`src/core/csf_pkg.sv`:
```
package csf_pkg;

  // ---------------------------------------------------------------
  // Register map and fields
  // ---------------------------------------------------------------
  localparam int AXI_ADDR_W = 8;
  localparam logic [7:0] ADDR_OSC_CONTROL = 8'h00;
  localparam logic [7:0] ADDR_UNLOCK_KEY = 8'h04;
  localparam logic [7:0] ADDR_OSC_STATUS = 8'h08;
  localparam int CUR_SEL_LSB = 12;
  localparam int NEW_SEL_LSB = 8;
  localparam int LOCK_BIT = 5;
  localparam int FAIL_BIT = 3;
  localparam int KEEP_LP_BIT = 1;
  localparam int SWEN_BIT = 0;
  localparam int STAT_RUN_LSB = 0;
  localparam int STAT_PLL_BIT = 4;
  localparam int STAT_STATE_LSB = 8;
  localparam int STAT_ENABLED_BIT = 16;
  localparam logic [7:0] KEY_HIGH_BYTE = 8'h9a;
  localparam logic [7:0] KEY_LOW_BYTE = 8'h3c;
  localparam logic [1:0] RESP_OKAY = 2'h0;
  localparam logic [1:0] RESP_SLVERR = 2'h2;

  // ---------------------------------------------------------------
  // Source select codes and submodes
  // ---------------------------------------------------------------
  localparam logic [2:0] SEL_FAST_RC = 3'h0;
  localparam logic [2:0] SEL_FAST_RC_PLL = 3'h1;
  localparam logic [2:0] SEL_PRIMARY = 3'h2;
  localparam logic [2:0] SEL_PRIMARY_PLL = 3'h3;
  localparam logic [2:0] SEL_SECONDARY = 3'h4;
  localparam logic [2:0] SEL_SLOW_RC = 3'h5;
  localparam logic [2:0] SEL_FAST_RC_DIV16 = 3'h6;
  localparam logic [2:0] SEL_FAST_RC_DIVN = 3'h7;
  localparam logic [1:0] SUB_HS_CRYSTAL = 2'h2;
  localparam logic [1:0] SUB_CRYSTAL = 2'h1;
  localparam logic [1:0] SUB_EXTERNAL = 2'h0;
  localparam int NUM_SRC = 4;
  localparam logic [1:0] SRC_FAST = 2'h0;
  localparam logic [1:0] SRC_PRIMARY = 2'h1;
  localparam logic [1:0] SRC_SECOND = 2'h2;
  localparam logic [1:0] SRC_SLOW = 2'h3;

  // ---------------------------------------------------------------
  // Timing counts
  // ---------------------------------------------------------------
  localparam logic [3:0] NEW_CLK_WAIT = 4'ha;
  localparam int STARTUP_CYCLES_DEF = 1024;
  localparam int FAIL_REF_EDGES_DEF = 4;

  typedef enum logic [2:0] {
    ST_IDLE = 3'b000,
    ST_START = 3'b001,
    ST_STARTUP = 3'b010,
    ST_PLL_WAIT = 3'b011,
    ST_WAIT_NEW = 3'b100,
    ST_SWAP = 3'b101
  } csf_state_type;

  function automatic logic [1:0] src_of(input logic [2:0] sel);
    case (sel)
      SEL_PRIMARY, SEL_PRIMARY_PLL: src_of = SRC_PRIMARY;
      SEL_SECONDARY: src_of = SRC_SECOND;
      SEL_SLOW_RC: src_of = SRC_SLOW;
      default: src_of = SRC_FAST;
    endcase
  endfunction

  function automatic logic uses_pll(input logic [2:0] sel);
    uses_pll = (sel == SEL_FAST_RC_PLL) || (sel == SEL_PRIMARY_PLL);
  endfunction

endpackage

```
`src/core/csf_edge_sync.sv`:
```
`timescale 1ns/1ps
module csf_edge_sync #(
  parameter int WIDTH = 5
) (
  input wire logic sys_clk,
  input wire logic rst_b,
  input wire logic [WIDTH-1:0] async_in,
  output logic [WIDTH-1:0] level,
  output logic [WIDTH-1:0] rise
);

  typedef struct packed {
    logic [WIDTH-1:0] meta;
    logic [WIDTH-1:0] sync;
    logic [WIDTH-1:0] prev;
    logic [WIDTH-1:0] rise;
  } csf_sync_type;

  csf_sync_type q;
  csf_sync_type d;
  logic [WIDTH-1:0] rise_next;

  // Edge detection looks only at the second stage and its delayed copy.
  for (genvar i = 0; i < WIDTH; i++) begin : g_bit
    assign rise_next[i] = q.sync[i] & ~q.prev[i];
  end

  always_comb begin
    d = q;
    d.meta = async_in;
    d.sync = q.meta;
    d.prev = q.sync;
    d.rise = rise_next;
  end

  always_ff @(posedge sys_clk) begin
    if (!rst_b) begin
      q <= '0;
    end else begin
      q <= d;
    end
  end

  assign level = q.sync;
  assign rise = q.rise;

endmodule

```
`src/core/csf_fail_monitor.sv`:
```
`timescale 1ns/1ps
module csf_fail_monitor #(
  parameter int REF_EDGES = 4
) (
  input wire logic sys_clk,
  input wire logic rst_b,
  input wire logic enable,
  input wire logic restart,
  input wire logic ref_edge,
  input wire logic watch_edge,
  output logic fail
);

  typedef struct packed {
    logic [7:0] cnt;
    logic fail;
  } csf_mon_type;

  csf_mon_type q;
  csf_mon_type d;

  // Reference edges without any activity of the watched clock mean loss.
  always_comb begin
    d = q;
    d.fail = 1'b0;
    if (!enable || restart || watch_edge) begin
      d.cnt = 8'h00;
    end else if (ref_edge) begin
      if (q.cnt == 8'(REF_EDGES - 1)) begin
        d.fail = 1'b1;
        d.cnt = 8'h00;
      end else begin
        d.cnt = q.cnt + 8'h01;
      end
    end
  end

  always_ff @(posedge sys_clk) begin
    if (!rst_b) begin
      q <= '0;
    end else begin
      q <= d;
    end
  end

  assign fail = q.fail;

endmodule

```
`src/core/csf_clock_switch_failsafe.sv`:
```
// The register addresses and register access over AXI4-Lite are this design's own decisions.
`timescale 1ns/1ps
module csf_clock_switch_failsafe #(
  parameter int STARTUP_CYCLES = csf_pkg::STARTUP_CYCLES_DEF,
  parameter int FAIL_REF_EDGES = csf_pkg::FAIL_REF_EDGES_DEF
) (
  input wire logic sys_clk,
  input wire logic rst_b,
  input wire logic [7:0] s_axi_awaddr,
  input wire logic s_axi_awvalid,
  output logic s_axi_awready,
  input wire logic [31:0] s_axi_wdata,
  input wire logic [3:0] s_axi_wstrb,
  input wire logic s_axi_wvalid,
  output logic s_axi_wready,
  output logic [1:0] s_axi_bresp,
  output logic s_axi_bvalid,
  input wire logic s_axi_bready,
  input wire logic [7:0] s_axi_araddr,
  input wire logic s_axi_arvalid,
  output logic s_axi_arready,
  output logic [31:0] s_axi_rdata,
  output logic [1:0] s_axi_rresp,
  output logic s_axi_rvalid,
  input wire logic s_axi_rready,
  input wire logic clock_switch_monitor_cfg,
  input wire logic [2:0] initial_osc_select_cfg,
  input wire logic [1:0] primary_submode_cfg,
  input wire logic watchdog_enable,
  input wire logic sleep_mode,
  input wire logic [3:0] osc_activity,
  input wire logic pll_lock,
  output logic [3:0] osc_run,
  output logic pll_run,
  output logic [2:0] sys_clk_select,
  output logic clock_fail_trap
);

  typedef struct packed {
    logic awready;
    logic wready;
    logic arready;
    logic aw_hold;
    logic [7:0] aw_addr;
    logic w_hold;
    logic [31:0] w_data;
    logic [3:0] w_strb;
    logic bvalid;
    logic [1:0] bresp;
    logic rvalid;
    logic [31:0] rdata;
    logic [1:0] rresp;
    logic unlock_hi;
    logic unlock_lo;
    logic init_done;
    logic [2:0] cur_sel;
    logic [2:0] new_sel;
    logic swen;
    logic lock;
    logic cf;
    logic keep_lp;
    csf_pkg::csf_state_type state;
    logic [15:0] timer;
    logic [3:0] edge_cnt;
    logic [3:0] osc_run;
    logic pll_run;
    logic trap;
  } csf_main_type;

  csf_main_type q;
  csf_main_type d;
  logic [4:0] sync_level;
  logic [4:0] sync_rise;
  logic lock_sync;
  logic fail_evt;
  logic sw_enabled;
  logic mon_enable;
  logic mon_restart;
  logic cur_pll;
  logic [1:0] cur_src;
  logic [1:0] new_src;

  // ---------------------------------------------------------------
  // Oscillator activity, PLL lock and failure monitor
  // ---------------------------------------------------------------
  csf_edge_sync #(
    .WIDTH(5)
  ) u_sync (
    .sys_clk(sys_clk),
    .rst_b(rst_b),
    .async_in({pll_lock, osc_activity}),
    .level(sync_level),
    .rise(sync_rise)
  );

  assign lock_sync = sync_level[4];
  assign sw_enabled = !clock_switch_monitor_cfg;
  assign cur_src = csf_pkg::src_of(q.cur_sel);
  assign new_src = csf_pkg::src_of(q.new_sel);
  assign cur_pll = csf_pkg::uses_pll(q.cur_sel);
  // Slow RC cannot watch itself, so monitoring pauses while it is the system clock.
  assign mon_enable = sw_enabled && q.init_done && !sleep_mode && (cur_src != csf_pkg::SRC_SLOW);
  assign mon_restart = q.trap || (q.state == csf_pkg::ST_SWAP);

  csf_fail_monitor #(
    .REF_EDGES(FAIL_REF_EDGES)
  ) u_mon (
    .sys_clk(sys_clk),
    .rst_b(rst_b),
    .enable(mon_enable),
    .restart(mon_restart),
    .ref_edge(sync_rise[csf_pkg::SRC_SLOW]),
    .watch_edge(sync_rise[cur_src]),
    .fail(fail_evt)
  );

  // ---------------------------------------------------------------
  // Register access, switch sequence and fail-safe
  // ---------------------------------------------------------------
  always_comb begin
    logic [31:0] rd;
    logic crystal;
    rd = 32'h0000_0000;
    crystal = 1'b0;
    d = q;
    d.trap = 1'b0;
    if (q.bvalid && s_axi_bready) begin
      d.bvalid = 1'b0;
    end
    if (q.rvalid && s_axi_rready) begin
      d.rvalid = 1'b0;
    end
    if (s_axi_awvalid && q.awready) begin
      d.aw_hold = 1'b1;
      d.aw_addr = s_axi_awaddr;
    end
    if (s_axi_wvalid && q.wready) begin
      d.w_hold = 1'b1;
      d.w_data = s_axi_wdata;
      d.w_strb = s_axi_wstrb;
    end
    if (d.aw_hold && d.w_hold && !d.bvalid) begin
      d.aw_hold = 1'b0;
      d.w_hold = 1'b0;
      d.bvalid = 1'b1;
      d.bresp = csf_pkg::RESP_OKAY;
      d.unlock_hi = 1'b0;
      d.unlock_lo = 1'b0;
      case (d.aw_addr)
        csf_pkg::ADDR_UNLOCK_KEY: begin
          if (d.w_strb[0] && d.w_data[7:0] == csf_pkg::KEY_HIGH_BYTE) begin
            d.unlock_hi = 1'b1;
          end
          if (d.w_strb[0] && d.w_data[7:0] == csf_pkg::KEY_LOW_BYTE) begin
            d.unlock_lo = 1'b1;
          end
        end
        csf_pkg::ADDR_OSC_CONTROL: begin
          if (d.w_strb[1] && q.unlock_hi && sw_enabled && q.state == csf_pkg::ST_IDLE) begin
            d.new_sel = d.w_data[csf_pkg::NEW_SEL_LSB +: 3];
          end
          if (d.w_strb[0] && q.unlock_lo) begin
            d.keep_lp = d.w_data[csf_pkg::KEEP_LP_BIT];
            if (!d.w_data[csf_pkg::FAIL_BIT]) begin
              d.cf = 1'b0;
            end
            if (d.w_data[csf_pkg::SWEN_BIT] && sw_enabled && q.state == csf_pkg::ST_IDLE) begin
              d.swen = 1'b1;
              d.state = csf_pkg::ST_START;
            end
          end
        end
        csf_pkg::ADDR_OSC_STATUS: begin
        end
        default: begin
          d.bresp = csf_pkg::RESP_SLVERR;
        end
      endcase
    end
    if (s_axi_arvalid && q.arready) begin
      d.rvalid = 1'b1;
      d.rresp = csf_pkg::RESP_OKAY;
      case (s_axi_araddr)
        csf_pkg::ADDR_OSC_CONTROL: begin
          rd[csf_pkg::CUR_SEL_LSB +: 3] = q.cur_sel;
          rd[csf_pkg::NEW_SEL_LSB +: 3] = q.new_sel;
          rd[csf_pkg::LOCK_BIT] = q.lock;
          rd[csf_pkg::FAIL_BIT] = q.cf;
          rd[csf_pkg::KEEP_LP_BIT] = q.keep_lp;
          rd[csf_pkg::SWEN_BIT] = q.swen;
        end
        csf_pkg::ADDR_OSC_STATUS: begin
          rd[csf_pkg::STAT_RUN_LSB +: 4] = q.osc_run;
          rd[csf_pkg::STAT_PLL_BIT] = q.pll_run;
          rd[csf_pkg::STAT_STATE_LSB +: 3] = q.state;
          rd[csf_pkg::STAT_ENABLED_BIT] = sw_enabled;
        end
        csf_pkg::ADDR_UNLOCK_KEY: begin
        end
        default: begin
          d.rresp = csf_pkg::RESP_SLVERR;
        end
      endcase
      d.rdata = rd;
    end

    // The system clock select changes only at the swap, at a failure trap, which ends the
    // sequence, or from configuration at init or while switching is disabled, so the core stays on the old clock for the whole sequence.
    crystal = ((new_src == csf_pkg::SRC_PRIMARY) &&
               (primary_submode_cfg != csf_pkg::SUB_EXTERNAL)) ||
              (new_src == csf_pkg::SRC_SECOND);
    case (q.state)
      csf_pkg::ST_IDLE: begin
        d.lock = q.pll_run && lock_sync;
      end
      csf_pkg::ST_START: begin
        d.edge_cnt = 4'h0;
        if (q.new_sel == q.cur_sel) begin
          d.swen = 1'b0;
          d.state = csf_pkg::ST_IDLE;
        end else begin
          d.lock = 1'b0;
          d.cf = 1'b0;
          if (crystal && !q.osc_run[new_src]) begin
            d.timer = 16'(STARTUP_CYCLES - 1);
            d.state = csf_pkg::ST_STARTUP;
          end else if (csf_pkg::uses_pll(q.new_sel)) begin
            d.state = csf_pkg::ST_PLL_WAIT;
          end else begin
            d.state = csf_pkg::ST_WAIT_NEW;
          end
        end
      end
      csf_pkg::ST_STARTUP: begin
        if (q.timer == 16'h0000) begin
          d.state = csf_pkg::uses_pll(q.new_sel) ? csf_pkg::ST_PLL_WAIT : csf_pkg::ST_WAIT_NEW;
        end else begin
          d.timer = q.timer - 16'h0001;
        end
      end
      csf_pkg::ST_PLL_WAIT: begin
        if (lock_sync) begin
          d.lock = 1'b1;
          d.state = csf_pkg::ST_WAIT_NEW;
        end
      end
      csf_pkg::ST_WAIT_NEW: begin
        if (sync_rise[new_src]) begin
          d.edge_cnt = q.edge_cnt + 4'h1;
          if (q.edge_cnt == csf_pkg::NEW_CLK_WAIT - 4'h1) begin
            d.state = csf_pkg::ST_SWAP;
          end
        end
      end
      csf_pkg::ST_SWAP: begin
        d.cur_sel = q.new_sel;
        d.swen = 1'b0;
        d.state = csf_pkg::ST_IDLE;
      end
      default: begin
        d.state = csf_pkg::ST_IDLE;
      end
    endcase

    if (sw_enabled && fail_evt) begin
      d.trap = 1'b1;
      d.cf = 1'b1;
      d.cur_sel = cur_pll ? csf_pkg::SEL_FAST_RC_PLL : csf_pkg::SEL_FAST_RC;
      d.new_sel = d.cur_sel;
      d.swen = 1'b0;
      d.state = csf_pkg::ST_IDLE;
    end
    if (!q.init_done || !sw_enabled) begin
      d.init_done = 1'b1;
      d.cur_sel = initial_osc_select_cfg;
      d.new_sel = initial_osc_select_cfg;
      d.swen = 1'b0;
      d.state = csf_pkg::ST_IDLE;
    end

    // Submode is never stored here, so it follows configuration alone.
    d.osc_run = 4'h0;
    d.osc_run[csf_pkg::src_of(d.cur_sel)] = d.init_done;
    if (d.state != csf_pkg::ST_IDLE) begin
      d.osc_run[csf_pkg::src_of(d.new_sel)] = 1'b1;
    end
    if ((watchdog_enable || sw_enabled) && !sleep_mode) begin
      d.osc_run[csf_pkg::SRC_SLOW] = 1'b1;
    end
    if (d.keep_lp) begin
      d.osc_run[csf_pkg::SRC_SECOND] = 1'b1;
    end
    d.pll_run = d.init_done && (csf_pkg::uses_pll(d.cur_sel) ||
                ((d.state != csf_pkg::ST_IDLE) && csf_pkg::uses_pll(d.new_sel)));
    d.awready = !d.aw_hold && !d.bvalid;
    d.wready = !d.w_hold && !d.bvalid;
    d.arready = !d.rvalid;
  end

  always_ff @(posedge sys_clk) begin
    if (!rst_b) begin
      q <= '0;
    end else begin
      q <= d;
    end
  end

  assign s_axi_awready = q.awready;
  assign s_axi_wready = q.wready;
  assign s_axi_bresp = q.bresp;
  assign s_axi_bvalid = q.bvalid;
  assign s_axi_arready = q.arready;
  assign s_axi_rdata = q.rdata;
  assign s_axi_rresp = q.rresp;
  assign s_axi_rvalid = q.rvalid;
  assign osc_run = q.osc_run;
  assign pll_run = q.pll_run;
  assign sys_clk_select = q.cur_sel;
  assign clock_fail_trap = q.trap;

  // ---------------------------------------------------------------
  // Checks
  // ---------------------------------------------------------------
  chk_swen_disabled: assert property (@(posedge sys_clk) disable iff (!rst_b)
    clock_switch_monitor_cfg |=> !q.swen)
    else $error("switch enable set while switching disabled");
  chk_cur_from_cfg: assert property (@(posedge sys_clk) disable iff (!rst_b)
    clock_switch_monitor_cfg && q.init_done |=> q.cur_sel == $past(initial_osc_select_cfg))
    else $error("current select does not follow configuration");
  chk_redundant_abort: assert property (@(posedge sys_clk) disable iff (!rst_b)
    (q.state == csf_pkg::ST_START) && (q.new_sel == q.cur_sel) && sw_enabled
    |=> (q.state == csf_pkg::ST_IDLE) && !q.swen)
    else $error("redundant switch not abandoned");
  chk_flags_cleared: assert property (@(posedge sys_clk) disable iff (!rst_b)
    (q.state == csf_pkg::ST_START) && (q.new_sel != q.cur_sel) && !fail_evt && sw_enabled
    |=> !q.lock && !q.cf)
    else $error("lock or fail flag not cleared at switch start");
  chk_startup_count: assert property (@(posedge sys_clk) disable iff (!rst_b)
    (q.state == csf_pkg::ST_STARTUP) && (q.timer != 16'h0000) && !fail_evt && sw_enabled
    |=> (q.state == csf_pkg::ST_STARTUP) && (q.timer == $past(q.timer) - 16'h0001))
    else $error("startup timer left early");
  chk_pll_wait: assert property (@(posedge sys_clk) disable iff (!rst_b)
    (q.state == csf_pkg::ST_PLL_WAIT) && !lock_sync && !fail_evt && sw_enabled
    |=> q.state == csf_pkg::ST_PLL_WAIT)
    else $error("left PLL wait without lock");
  chk_ten_edges: assert property (@(posedge sys_clk) disable iff (!rst_b)
    (q.state == csf_pkg::ST_SWAP) |-> (q.edge_cnt == csf_pkg::NEW_CLK_WAIT))
    else $error("swap without ten new clock edges");
  chk_swap_done: assert property (@(posedge sys_clk) disable iff (!rst_b)
    (q.state == csf_pkg::ST_SWAP) && !fail_evt && sw_enabled
    |=> (q.cur_sel == $past(q.new_sel)) && !q.swen && (sys_clk_select == q.cur_sel))
    else $error("swap did not update current select");
  chk_fail_fallback: assert property (@(posedge sys_clk) disable iff (!rst_b)
    fail_evt && sw_enabled && q.init_done
    |=> clock_fail_trap && q.cf &&
        (q.cur_sel == ($past(cur_pll) ? csf_pkg::SEL_FAST_RC_PLL : csf_pkg::SEL_FAST_RC)))
    else $error("failure did not trap to fast RC");
  chk_slow_rc_on: assert property (@(posedge sys_clk) disable iff (!rst_b)
    sw_enabled && q.init_done && !sleep_mode |=> osc_run[csf_pkg::SRC_SLOW])
    else $error("slow RC stopped while monitor enabled");

endmodule

```
`config.mk`:
```
export PLATFORM = sky130hd
export DESIGN_NAME = csf_clock_switch_failsafe
export DESIGN_NICKNAME = d
export VERILOG_FILES = /design/src/core/csf_pkg.sv /design/src/core/csf_edge_sync.sv /design/src/core/csf_fail_monitor.sv /design/src/core/csf_clock_switch_failsafe.sv
export SDC_FILE = /design/constraint.sdc
export NUM_CORES = 1
export LEC_CHECK = 0
export BUFFER_PORTS_ARGS = -buffer_cell sky130_fd_sc_hd__buf_2
export CORE_AREA = 3 3 127 129
export CTS_BUF_LIST = sky130_fd_sc_hd__clkbuf_16
export CTS_CLUSTER_SIZE = 30
export DETAILED_ROUTE_END_ITERATION = 10
export DIE_AREA = 0 0 130 132
export SLEW_MARGIN = 20
export SYNTH_ARGS = -nofsm -noshare
export SYNTH_HDL_FRONTEND = slang
export SYNTH_SLANG_ARGS = --single-unit
```
`constraint.sdc`:
```
create_clock -name sys_clk -period 2.8 [get_ports sys_clk]
set_input_delay 0.56 -clock sys_clk [delete_from_list [all_inputs] [get_ports sys_clk]]
set_output_delay 0.56 -clock sys_clk [all_outputs]
set_load 0.05 [all_outputs]
```
==> flow_metrics.tcl, run 1 <==
set metrics [dict create \
    outcome "finished clean" \
    drt-total-wl_um 11700 \
    rows 45 \
    synth_fa_ha_area_frac 0.00953 \
    cts-resized-gates 0 \
    layout-drive-gt1-share 0.176 \
    post-route-util 0.389 \
    cts_setup_buffers 0 \
    worstMarginPinSlew_ns 0.610 \
    ys_seq_elements 112 \
    timing.slew.headroom 0.593 \
    holdWs_ns 0.381 \
    route.detailed.drc 0 \
    hold_viol 0 \
    io_pins 122 \
    worstSetupStartpointType "flip-flop" \
    synth_flop_cell "dfxtp_1" \
    grt_pass1_vias 3808 \
    vias_per_cell 4.99 \
    max_freq_mhz 394 \
    hold_path_class "reg2reg" \
    p_sw_frac 0.271 \
    synth_top_family_by_area "simple AND/OR/NAND/NOR gates" \
    share_comb_of_total_power 0.127 \
    nets 756 \
    power_density_nw_per_um2 546 \
    root_buffer "clkbuf_16" \
    num_vias 4343 \
    clk_latency_ns 0.35 \
    synth_common_cells "dfxtp_1 (112), nor2_1 (74), nand2_1 (73), a21oi_1 (43), buf_4 (43)" \
    power_leakage_nw 2.40 \
    grt_antenna_before_repair 0 \
    clock-sinks 112 \
    fill_cells 1580 \
    cp_slowest_stage_delay_ns 0.52 \
    grt.overflow.total 0 \
    pre_cts_ws_ns 0.157 \
    p_switching_mw 0.872 \
    synth_area_um2 5250 \
    ir_worst_vdd_uv 267 \
    dieWidth_um 130 \
    setup_tns_ns 0 \
    rsz0062_at_grt "no" \
    synth-simple-area-share 0.254 \
    antenna_cells 0 \
    crit_path_end_kind "flip-flop" \
    synth_top_area_frac 0.427 \
    postSynth.asyncResetShare 0 \
    cts_tree "yes" \
    cts.clk_slew.worst_paths_ns 0.07 \
    synth.most_common_cell "dfxtp_1" \
    clk_path_buf_depth 2 \
    clkPwrFrac 0.351 \
    start_util 0.347 \
    synth_top_area_cell "dfxtp_1" \
    fin_total_pwr_mw 3.22 \
    h-tree-depth 3 \
    p_int_mw 2.35 \
    fin_crit_ns 2.54 \
    slew_violations 0 \
    cp_num_buf_inv 1 \
    synthTopCellsByArea "dfxtp_1 (43%), buf_4 (6.1%), nor2_1 (5.3%)" \
    grt_pass1_wl_um 18800 \
    p_seq_frac 0.521 \
    core_um2 15100 \
    crit_family "simple AND/OR/NAND/NOR gates" \
    portBuffers 77 \
    synthMuxAreaShare 0.0465 \
    timing.final.crit_share 0.906 \
    synth_edf_count 0 \
    numCtsBuffers 9 \
    cap_violations 0 \
    grt_max_degree 45 \
    crit_fanout 5 \
    wl_per_cell_um 13.4 \
    hold_buffers 0 \
    fin_skew_ns 0.00860 \
    synth_compound_area_frac 0.136 \
    firstDrtPassIters 7 \
    drt_iter0_drc 218 \
    critPathKind "reg2reg" \
    seq_area_frac_synth 0.427 \
    worst_slack_ns 0.263 \
    dieHeight_um 132 \
    synthXorXnorAreaFrac 0.0317 \
    finalSetupViolations 0 \
    yosysWarnings 0 \
    ant_nets 0 \
    gr-usage-all-layers 0.136 \
    gp_congestion 0.825 \
    required_ns 3.04 \
    cp_slowest_cell "or3b_2" \
    dp_hpwl_um 8540 \
    syn_to_final_growth_pct 12.2 \
    floorplan.die_area_um2 17200 \
    crit_chain "inv_1 -> ha_1 -> or3b_2 -> and4bb_2 -> nand2_1 -> o311ai_0 -> nor2_1 -> nor4_1 -> nor2_1" \
    cp_common_cell "nor2_1" \
    worstPathArrival_ns 2.77 \
    syn_area_per_cell_um2 8.41 \
    synth_cell_types 67 \
    syn_inst 624 \
]
## through the flow
step / std cells / instance area [um^2]
6_report: 871 / 5890
5_1_grt: 871 / 5890
4_1_cts: 871 / 5890
3_5_place_dp: 857 / 5640
3_3_place_gp: 857 / 5640
2_1_floorplan: 644 / 5330
## power groups by stage
stage	logic (mW)	clock network (mW)	registers (mW)
2_1_floorplan	0.314	0	1.72
3_3_place_gp	0.406	0	1.71
3_5_place_dp	0.409	0	1.71
4_1_cts	0.410	1.17	1.68
5_1_grt	0.450	1.23	1.68
6_report	0.409	1.13	1.68
## cell usage in the layout (no fill, tap or decap), drive strengths merged, types with 2 or more instances in the layout
cell type / synthesis / routed
a22oi: 5 / 5
or4: 2 / 2
a211oi: 2 / 2
nand3b: 5 / 5
o31ai: 5 / 5
a21oi: 43 / 43
o22ai: 3 / 3
ha: 4 / 4
nand3: 16 / 16
mux2i: 21 / 21
a32oi: 3 / 3
mux2: 3 / 3
o211ai: 3 / 3
nand2b: 9 / 9
nor2: 74 / 74
nand2: 73 / 73
or2: 2 / 2
xor2: 13 / 13
o21a: 3 / 3
nor4: 13 / 13
a311oi: 2 / 2
o21ai: 19 / 19
a31oi: 5 / 5
xnor2: 6 / 6
and2: 23 / 23
and3: 2 / 2
clkinv: 1 / 3
nor3: 23 / 23
nand4: 5 / 5
nor2b: 13 / 13
inv: 13 / 16
conb: 1 / 21
buf: 51 / 96
dfxtp: 112 / 112
clkbuf: 20 / 9
## registers in the layout, summed over array words and instances (netlist names)
register / cells
u_mon.fail: 1
s_axi_rdata: 13
s_axi_rresp: 1
u_sync.d: 5
s_axi_bresp: 1
s_axi_wready: 1
clock_fail_trap: 1
q: 56
s_axi_awready: 1
s_axi_bvalid: 1
u_sync.rise: 4
s_axi_rvalid: 1
u_mon.q: 8
sys_clk_select: 3
u_sync.level: 5
s_axi_arready: 1
pll_run: 1
osc_run: 4
u_sync.q: 4
## cell type report
| cell class | instances | area (um^2) | share of cell area |
|---|---|---|---|
| Clock buffer | 9 | 225 | 0.0382 |
| Clock inverter | 5 | 20.0 | 0.00340 |
| Inverter | 14 | 52.6 | 0.00892 |
| Multi-Input combinational cell | 447 | 2590 | 0.439 |
| Sequential cell | 112 | 2240 | 0.381 |
| Tap cell | 188 | 235 | 0.0399 |
| Timing Repair Buffer | 96 | 528 | 0.0897 |
## worst paths after layout
kind	startpoint	to	slack [ns]	depth (start not counted)
hold reg to reg	u_sync.q[6]$_SDFF_PN0_	u_sync.rise[1]$_SDFF_PN0_	0.38	1
setup reg to reg	q[10]$_SDFFE_PN0P_	q[26]$_SDFF_PN0_	0.26	9
setup / recovery	q[10]$_SDFFE_PN0P_	q[26]$_SDFF_PN0_	0.26	9
hold / removal	u_sync.q[6]$_SDFF_PN0_	u_sync.rise[1]$_SDFF_PN0_	0.38	1
## worst register-to-register path, delay by kind of cell (launching register included)
kind,cells,cell delay (ns)
simple gates,6,1.37
fa+ha+maj,1,0.20
compound gates,1,0.45
buf+inv,1,0.08
flops,1,0.32
## cells by family (layout without fill, tap and decap cells)
| family | after synthesis | in the layout |
|---|---|---|
| and+or+nand+nor | 270 | 270 |
| DFF | 112 | 112 |
| AOI/OAI and AO/OA | 109 | 109 |
| buffers and inverters | 85 | 124 |
| muxes | 24 | 24 |
| xor gates and xnor gates | 19 | 19 |
| adders and majority gates | 4 | 4 |
| other | 1 | 21 |
## layer usage
layer  vias to the layer above  global-route usage  part of all wire  wire length (um)
met4                         0              0.0566             0.019               224
li1                       2191                   -                 -                 -
met1                      2023               0.190              0.49              5680
met3                        15              0.0267             0.046               542
met2                       114               0.203              0.45              5230
met5                         -                   0                 0                 0
Power figures use the tool's default switching activity.
==> run 2: changes to the inputs <==
RECOVER_POWER = 100   (was default)
==> run 2 against run 1 <==
Net effect: die area unchanged; combinational power decreased by 2%; core utilization is 0.50 points lower; global-route usage is the same; sequential share of layout area up 0.49 points; flip-flop and latch count unchanged; clock power is essentially flat; maximum frequency down 1.5%; sequential power about the same; largest cell class unchanged.
==> flow_metrics.tcl, run 2 (synthesis results as in run 1) <==
set metrics [dict create \
    nets 756 \
    final_common_cell "dfxtp_1" \
    rows 45 \
    floorplan.die_area_um2 17200 \
    largest_reg_flops 56 \
    worst_slack_ns 0.224 \
    power_leakage_nw 2.24 \
    cap_violations 0 \
    cts_tree "yes" \
    max_freq_mhz 388 \
    ir_worst_vdd_uv 271 \
    start_util 0.347 \
    finalSetupViolations 0 \
    crit_chain "inv_1 -> ha_1 -> or3b_2 -> and4bb_1 -> a21o_1 -> a2bb2oi_2 -> clkbuf_1 -> o21a_1 -> o221a_2" \
    vias_per_cell 4.99 \
    regArea_um2 2240 \
    worstPathArrival_ns 2.82 \
    layout-drive-gt1-share 0.114 \
    dp_cells 857 \
    crit_fanout 14 \
    core_um2 15100 \
    fin_crit_ns 2.58 \
    root_buffer "clkbuf_16" \
    cts.clk_slew.worst_paths_ns 0.06 \
    met2RoutedLength_um 5220 \
    dp_hpwl_um 8540 \
    drt_iter0_drc 209 \
    gr-usage-all-layers 0.136 \
    rsz0062_at_grt "no" \
    route.detailed.drc 0 \
    pre_cts_ws_ns 0.157 \
    numCtsBuffers 9 \
    cts-resized-gates 0 \
    hold_path_class "reg2reg" \
    grt_pass1_vias 3808 \
    syn_to_final_growth_pct 10.7 \
    regMostFlops "q" \
    io_pins 122 \
    slew_violations 0 \
    fill_cells 1602 \
    crit_path_end_kind "flip-flop" \
    cp_slowest_cell "or3b_2" \
    clk_path_buf_depth 2 \
    wl_met1_um 5650 \
    num_vias 4347 \
    drt-total-wl_um 11700 \
    power_density_nw_per_um2 552 \
    h-tree-depth 3 \
    firstDrtPassIters 4 \
    worstMarginPinSlew_ns 0.945 \
    grt.overflow.total 0 \
    wl_per_cell_um 13.5 \
    hold_buffers 0 \
    dieHeight_um 132 \
    clock-sinks 112 \
    setup_tns_ns 0 \
    top_layer "met4" \
    cts_setup_buffers 0 \
    timing.slew.headroom 0.370 \
    route.met3.wl_um 629 \
    multi_input_area_um2 2580 \
    fin_total_pwr_mw 3.21 \
    gp_congestion 0.825 \
    portBuffers 77 \
    fin_skew_ns 0.00813 \
    layoutNonFillerInstCount 871 \
    timing.final.crit_share 0.920 \
    grt_pass1_wl_um 18800 \
    antenna_cells 0 \
    worstSetupStartpointType "flip-flop" \
    dieWidth_um 130 \
    ant_nets 0 \
    grt_antenna_before_repair 0 \
    outcome "finished clean" \
    most-common-layout-cells "dfxtp_1 (112), nor2_1 (74), nand2_1 (73)" \
    cp_slowest_stage_delay_ns 0.52 \
    required_ns 3.04 \
    hold_viol 0 \
    clk_latency_ns 0.35 \
    critPathKind "reg2reg" \
    grt_max_degree 45 \
]
run 2: final cells by class:
class / instances / area share
tap: 188 / 0.0405
clock inverter: 5 / 0.00344
timing repair buffer: 96 / 0.0785
inverter: 14 / 0.00904
sequential: 112 / 0.386
clock buffer: 9 / 0.0387
multi-input combinational: 447 / 0.444
run 2: per-layer routing:
layer  up-vias  track usage
met4         0       0.0566
met1      2025        0.190
met2       114        0.203
met3        14       0.0267
li1       2194            -
met5         -            0
run 2: final timing paths:
kind	start	to	slack, ns	cells past startpoint
worst min-delay path	u_sync.q[6]$_SDFF_PN0_	u_sync.rise[1]$_SDFF_PN0_	0.38	1
worst min register to register	u_sync.q[6]$_SDFF_PN0_	u_sync.rise[1]$_SDFF_PN0_	0.38	1
worst max register to register	q[10]$_SDFFE_PN0P_	q[12]$_SDFFE_PN0P_	0.22	9
worst max-delay path	q[10]$_SDFFE_PN0P_	q[12]$_SDFFE_PN0P_	0.22	9
run 2: through the flow:
stage | hold slack [ns] | area, um^2 | utilization
after floorplan | 0.367 | 5330 | -
after global placement | 0.373 | 5640 | 0.373
after detailed placement | 0.372 | 5640 | 0.373
after CTS | 0.382 | 5890 | 0.389
after global routing | 0.400 | 5810 | 0.384
final | 0.381 | 5810 | 0.384
run 2: critical path: cells and delay by family (launching register included):
kind	cells	cell delay, ns
buffers and inverters	2	0.36
and+or+nand+nor	2	0.91
adders and majority gates	1	0.20
AOI/OAI and AO/OA	4	0.68
DFF	1	0.32
run 2: report_power, final:
part / internal [mW] / switching, mW
Sequential: 1.64 / 0.0386
Combinational: 0.118 / 0.283
Clock: 0.580 / 0.551
==> run 3: changes to the inputs <==
==> constraint.sdc (replaced) <==
create_clock -name sys_clk -period 2.8 [get_ports sys_clk]
set_input_delay 0.14 -clock sys_clk [delete_from_list [all_inputs] [get_ports sys_clk]]
set_output_delay 0.14 -clock sys_clk [all_outputs]
set_load 0.05 [all_outputs]
==> run 3 against run 2 <==
Net effect: flip-flop and latch count did not move; first-iteration DRC count increased by 11%; sequential share of layout area down 0.30 points; via count shrank 2.8%; sequential power barely moved; highest routed layer unchanged; clock skew up 0.0046 ns; maximum frequency increased by 2.1%; critical endpoint is now q[26]$_SDFF_PN0_.
==> flow_metrics.tcl, run 3 (synthesis results as in run 1) <==
set metrics [dict create \
    timing.slew.headroom 0.227 \
    regMostFlops "q" \
    route.detailed.drc 0 \
    cts_setup_buffers 0 \
    firstDrtPassIters 4 \
    dieWidth_um 130 \
    power_leakage_nw 2.25 \
    crit_path_end_kind "flip-flop" \
    wl_per_cell_um 13.3 \
    clk_path_buf_depth 2 \
    start_util 0.347 \
    rows 45 \
    grt_pass1_vias 3803 \
    dp_cells 853 \
    numCtsBuffers 9 \
    ant_nets 0 \
    dieHeight_um 132 \
    final_common_cell "dfxtp_1" \
    layoutNonFillerInstCount 874 \
    r2r_end "q[26]$_SDFF_PN0_" \
    cp.depth 9 \
    hold_buffers 5 \
    h-tree-depth 3 \
    gr-usage-all-layers 0.137 \
    post-route-util 0.387 \
    clk_latency_ns 0.36 \
    largest_reg_flops 56 \
    cap_violations 0 \
    ir_worst_vdd_uv 297 \
    setup_tns_ns 0 \
    root_buffer "clkbuf_16" \
    fin_total_pwr_mw 3.26 \
    max_freq_mhz 396 \
    gp_congestion 0.817 \
    grt.overflow.total 0 \
    r2r_setup_slack_ns 0.28 \
    slew_violations 0 \
    hold_path_class "in2reg" \
    startpoint "q[10]$_SDFFE_PN0P_" \
    cts.clk_slew.worst_paths_ns 0.07 \
    cp_slowest_cell "or3b_2" \
    worstSetupStartpointType "flip-flop" \
    cts-resized-gates 0 \
    fin_crit_ns 2.52 \
    fin_skew_ns 0.0127 \
    num_vias 4227 \
    cp_slowest_stage_delay_ns 0.51 \
    cp_common_cell "nor2_1" \
    most-common-layout-cells "dfxtp_1 (112), nor2_1 (74), nand2_1 (73)" \
    layout-drive-gt1-share 0.120 \
    drt_iter0_drc 232 \
    cts_tree "yes" \
    clock-sinks 112 \
    io_pins 122 \
    cp-endpoint "q[26]$_SDFF_PN0_" \
    crit_chain "inv_1 -> ha_1 -> or3b_2 -> and4bb_1 -> nand2_1 -> o311ai_0 -> nor2_1 -> nor4_1 -> nor2_1" \
    hold_viol 0 \
    grt_pass1_wl_um 19000 \
    grt_max_degree 43 \
    stdcell_area_um2 5860 \
    critPathKind "reg2reg" \
    r2r-start "q[10]$_SDFFE_PN0P_" \
    crit_family "simple AND/OR/NAND/NOR gates" \
    antenna_cells 0 \
    rsz0062_at_grt "no" \
    required_ns 3.04 \
    nets 757 \
    cp_num_buf_inv 1 \
    dp_hpwl_um 8440 \
    worstMarginPinSlew_ns 1.16 \
    grt_antenna_before_repair 0 \
    place_area_um2 5610 \
    outcome "finished clean" \
    portBuffers 77 \
    core_um2 15100 \
    crit_fanout 5 \
    timing.final.crit_share 0.901 \
    finalSetupViolations 0 \
    syn_to_final_growth_pct 11.6 \
    power_density_nw_per_um2 557 \
    drt-total-wl_um 11600 \
    worstPathArrival_ns 2.77 \
    ff2ff_path_depth 9 \
    vias_per_cell 4.84 \
    floorplan.die_area_um2 17200 \
]
-- run 3: cell types whose count changed in the layout (fill, tap and decap cells not counted), sizes merged --
cell,delta
dlygate4sd3,+5
buf,-1
inv,-1
clkbuf,-3
clkinvlp,+1
clkinv,+2
-- run 3: how the worst min path moves through the flow --
stage	endpoint	depth (start not counted)	slack, ns	from
2_1_floorplan	q[39]$_SDFF_PN0_	1	0.23	rst_b
3_3_place_gp	u_sync.d[13]$_SDFF_PN0_	2	0.35	osc_activity[3]
3_5_place_dp	u_sync.d[12]$_SDFF_PN0_	2	0.35	osc_activity[2]
4_1_cts	q[124]$_SDFF_PN0_	3	0.02	s_axi_awaddr[7]
5_1_grt	q[90]$_SDFF_PN0_	3	0.03	s_axi_wdata[6]
6_report	q[122]$_SDFF_PN0_	3	0.03	s_axi_awaddr[5]
-- run 3: cell type report --
cell class,count,area (um^2)
clock buffer,9,225
timing repair buffer,97,485
tap,188,235
sequential,112,2240
inverter,14,52.6
clock inverter,7,38.8
fill,1541,9290
multi-input combinational,447,2580
-- run 3: per-layer routing --
metal,share of wire,GRT usage
met2,0.45,0.206
met5,0,0
met4,0.015,0.0450
met3,0.046,0.0300
met1,0.49,0.193
-- run 3: worst min-delay path: cells and delay by family --
kind	cells	cell delay (ns)
buf+inv	1	0.10
simple gates	1	0.05
compound gates	1	0.05
-- run 3: stage by stage --
step                hold slack, ns  setup WS [ns]
floorplan                    0.230          0.217
finish                      0.0307          0.278
global placement             0.350          0.312
CTS                         0.0206          0.286
detailed placement           0.351          0.311
global route                0.0313         0.0302
-- run 3: where the power goes --
part,switching [mW],total (mW),internal [mW],leakage (nW)
combinational,0.283,0.403,0.121,1.20
clock,0.587,1.18,0.597,0.134
sequential,0.0379,1.68,1.64,0.911
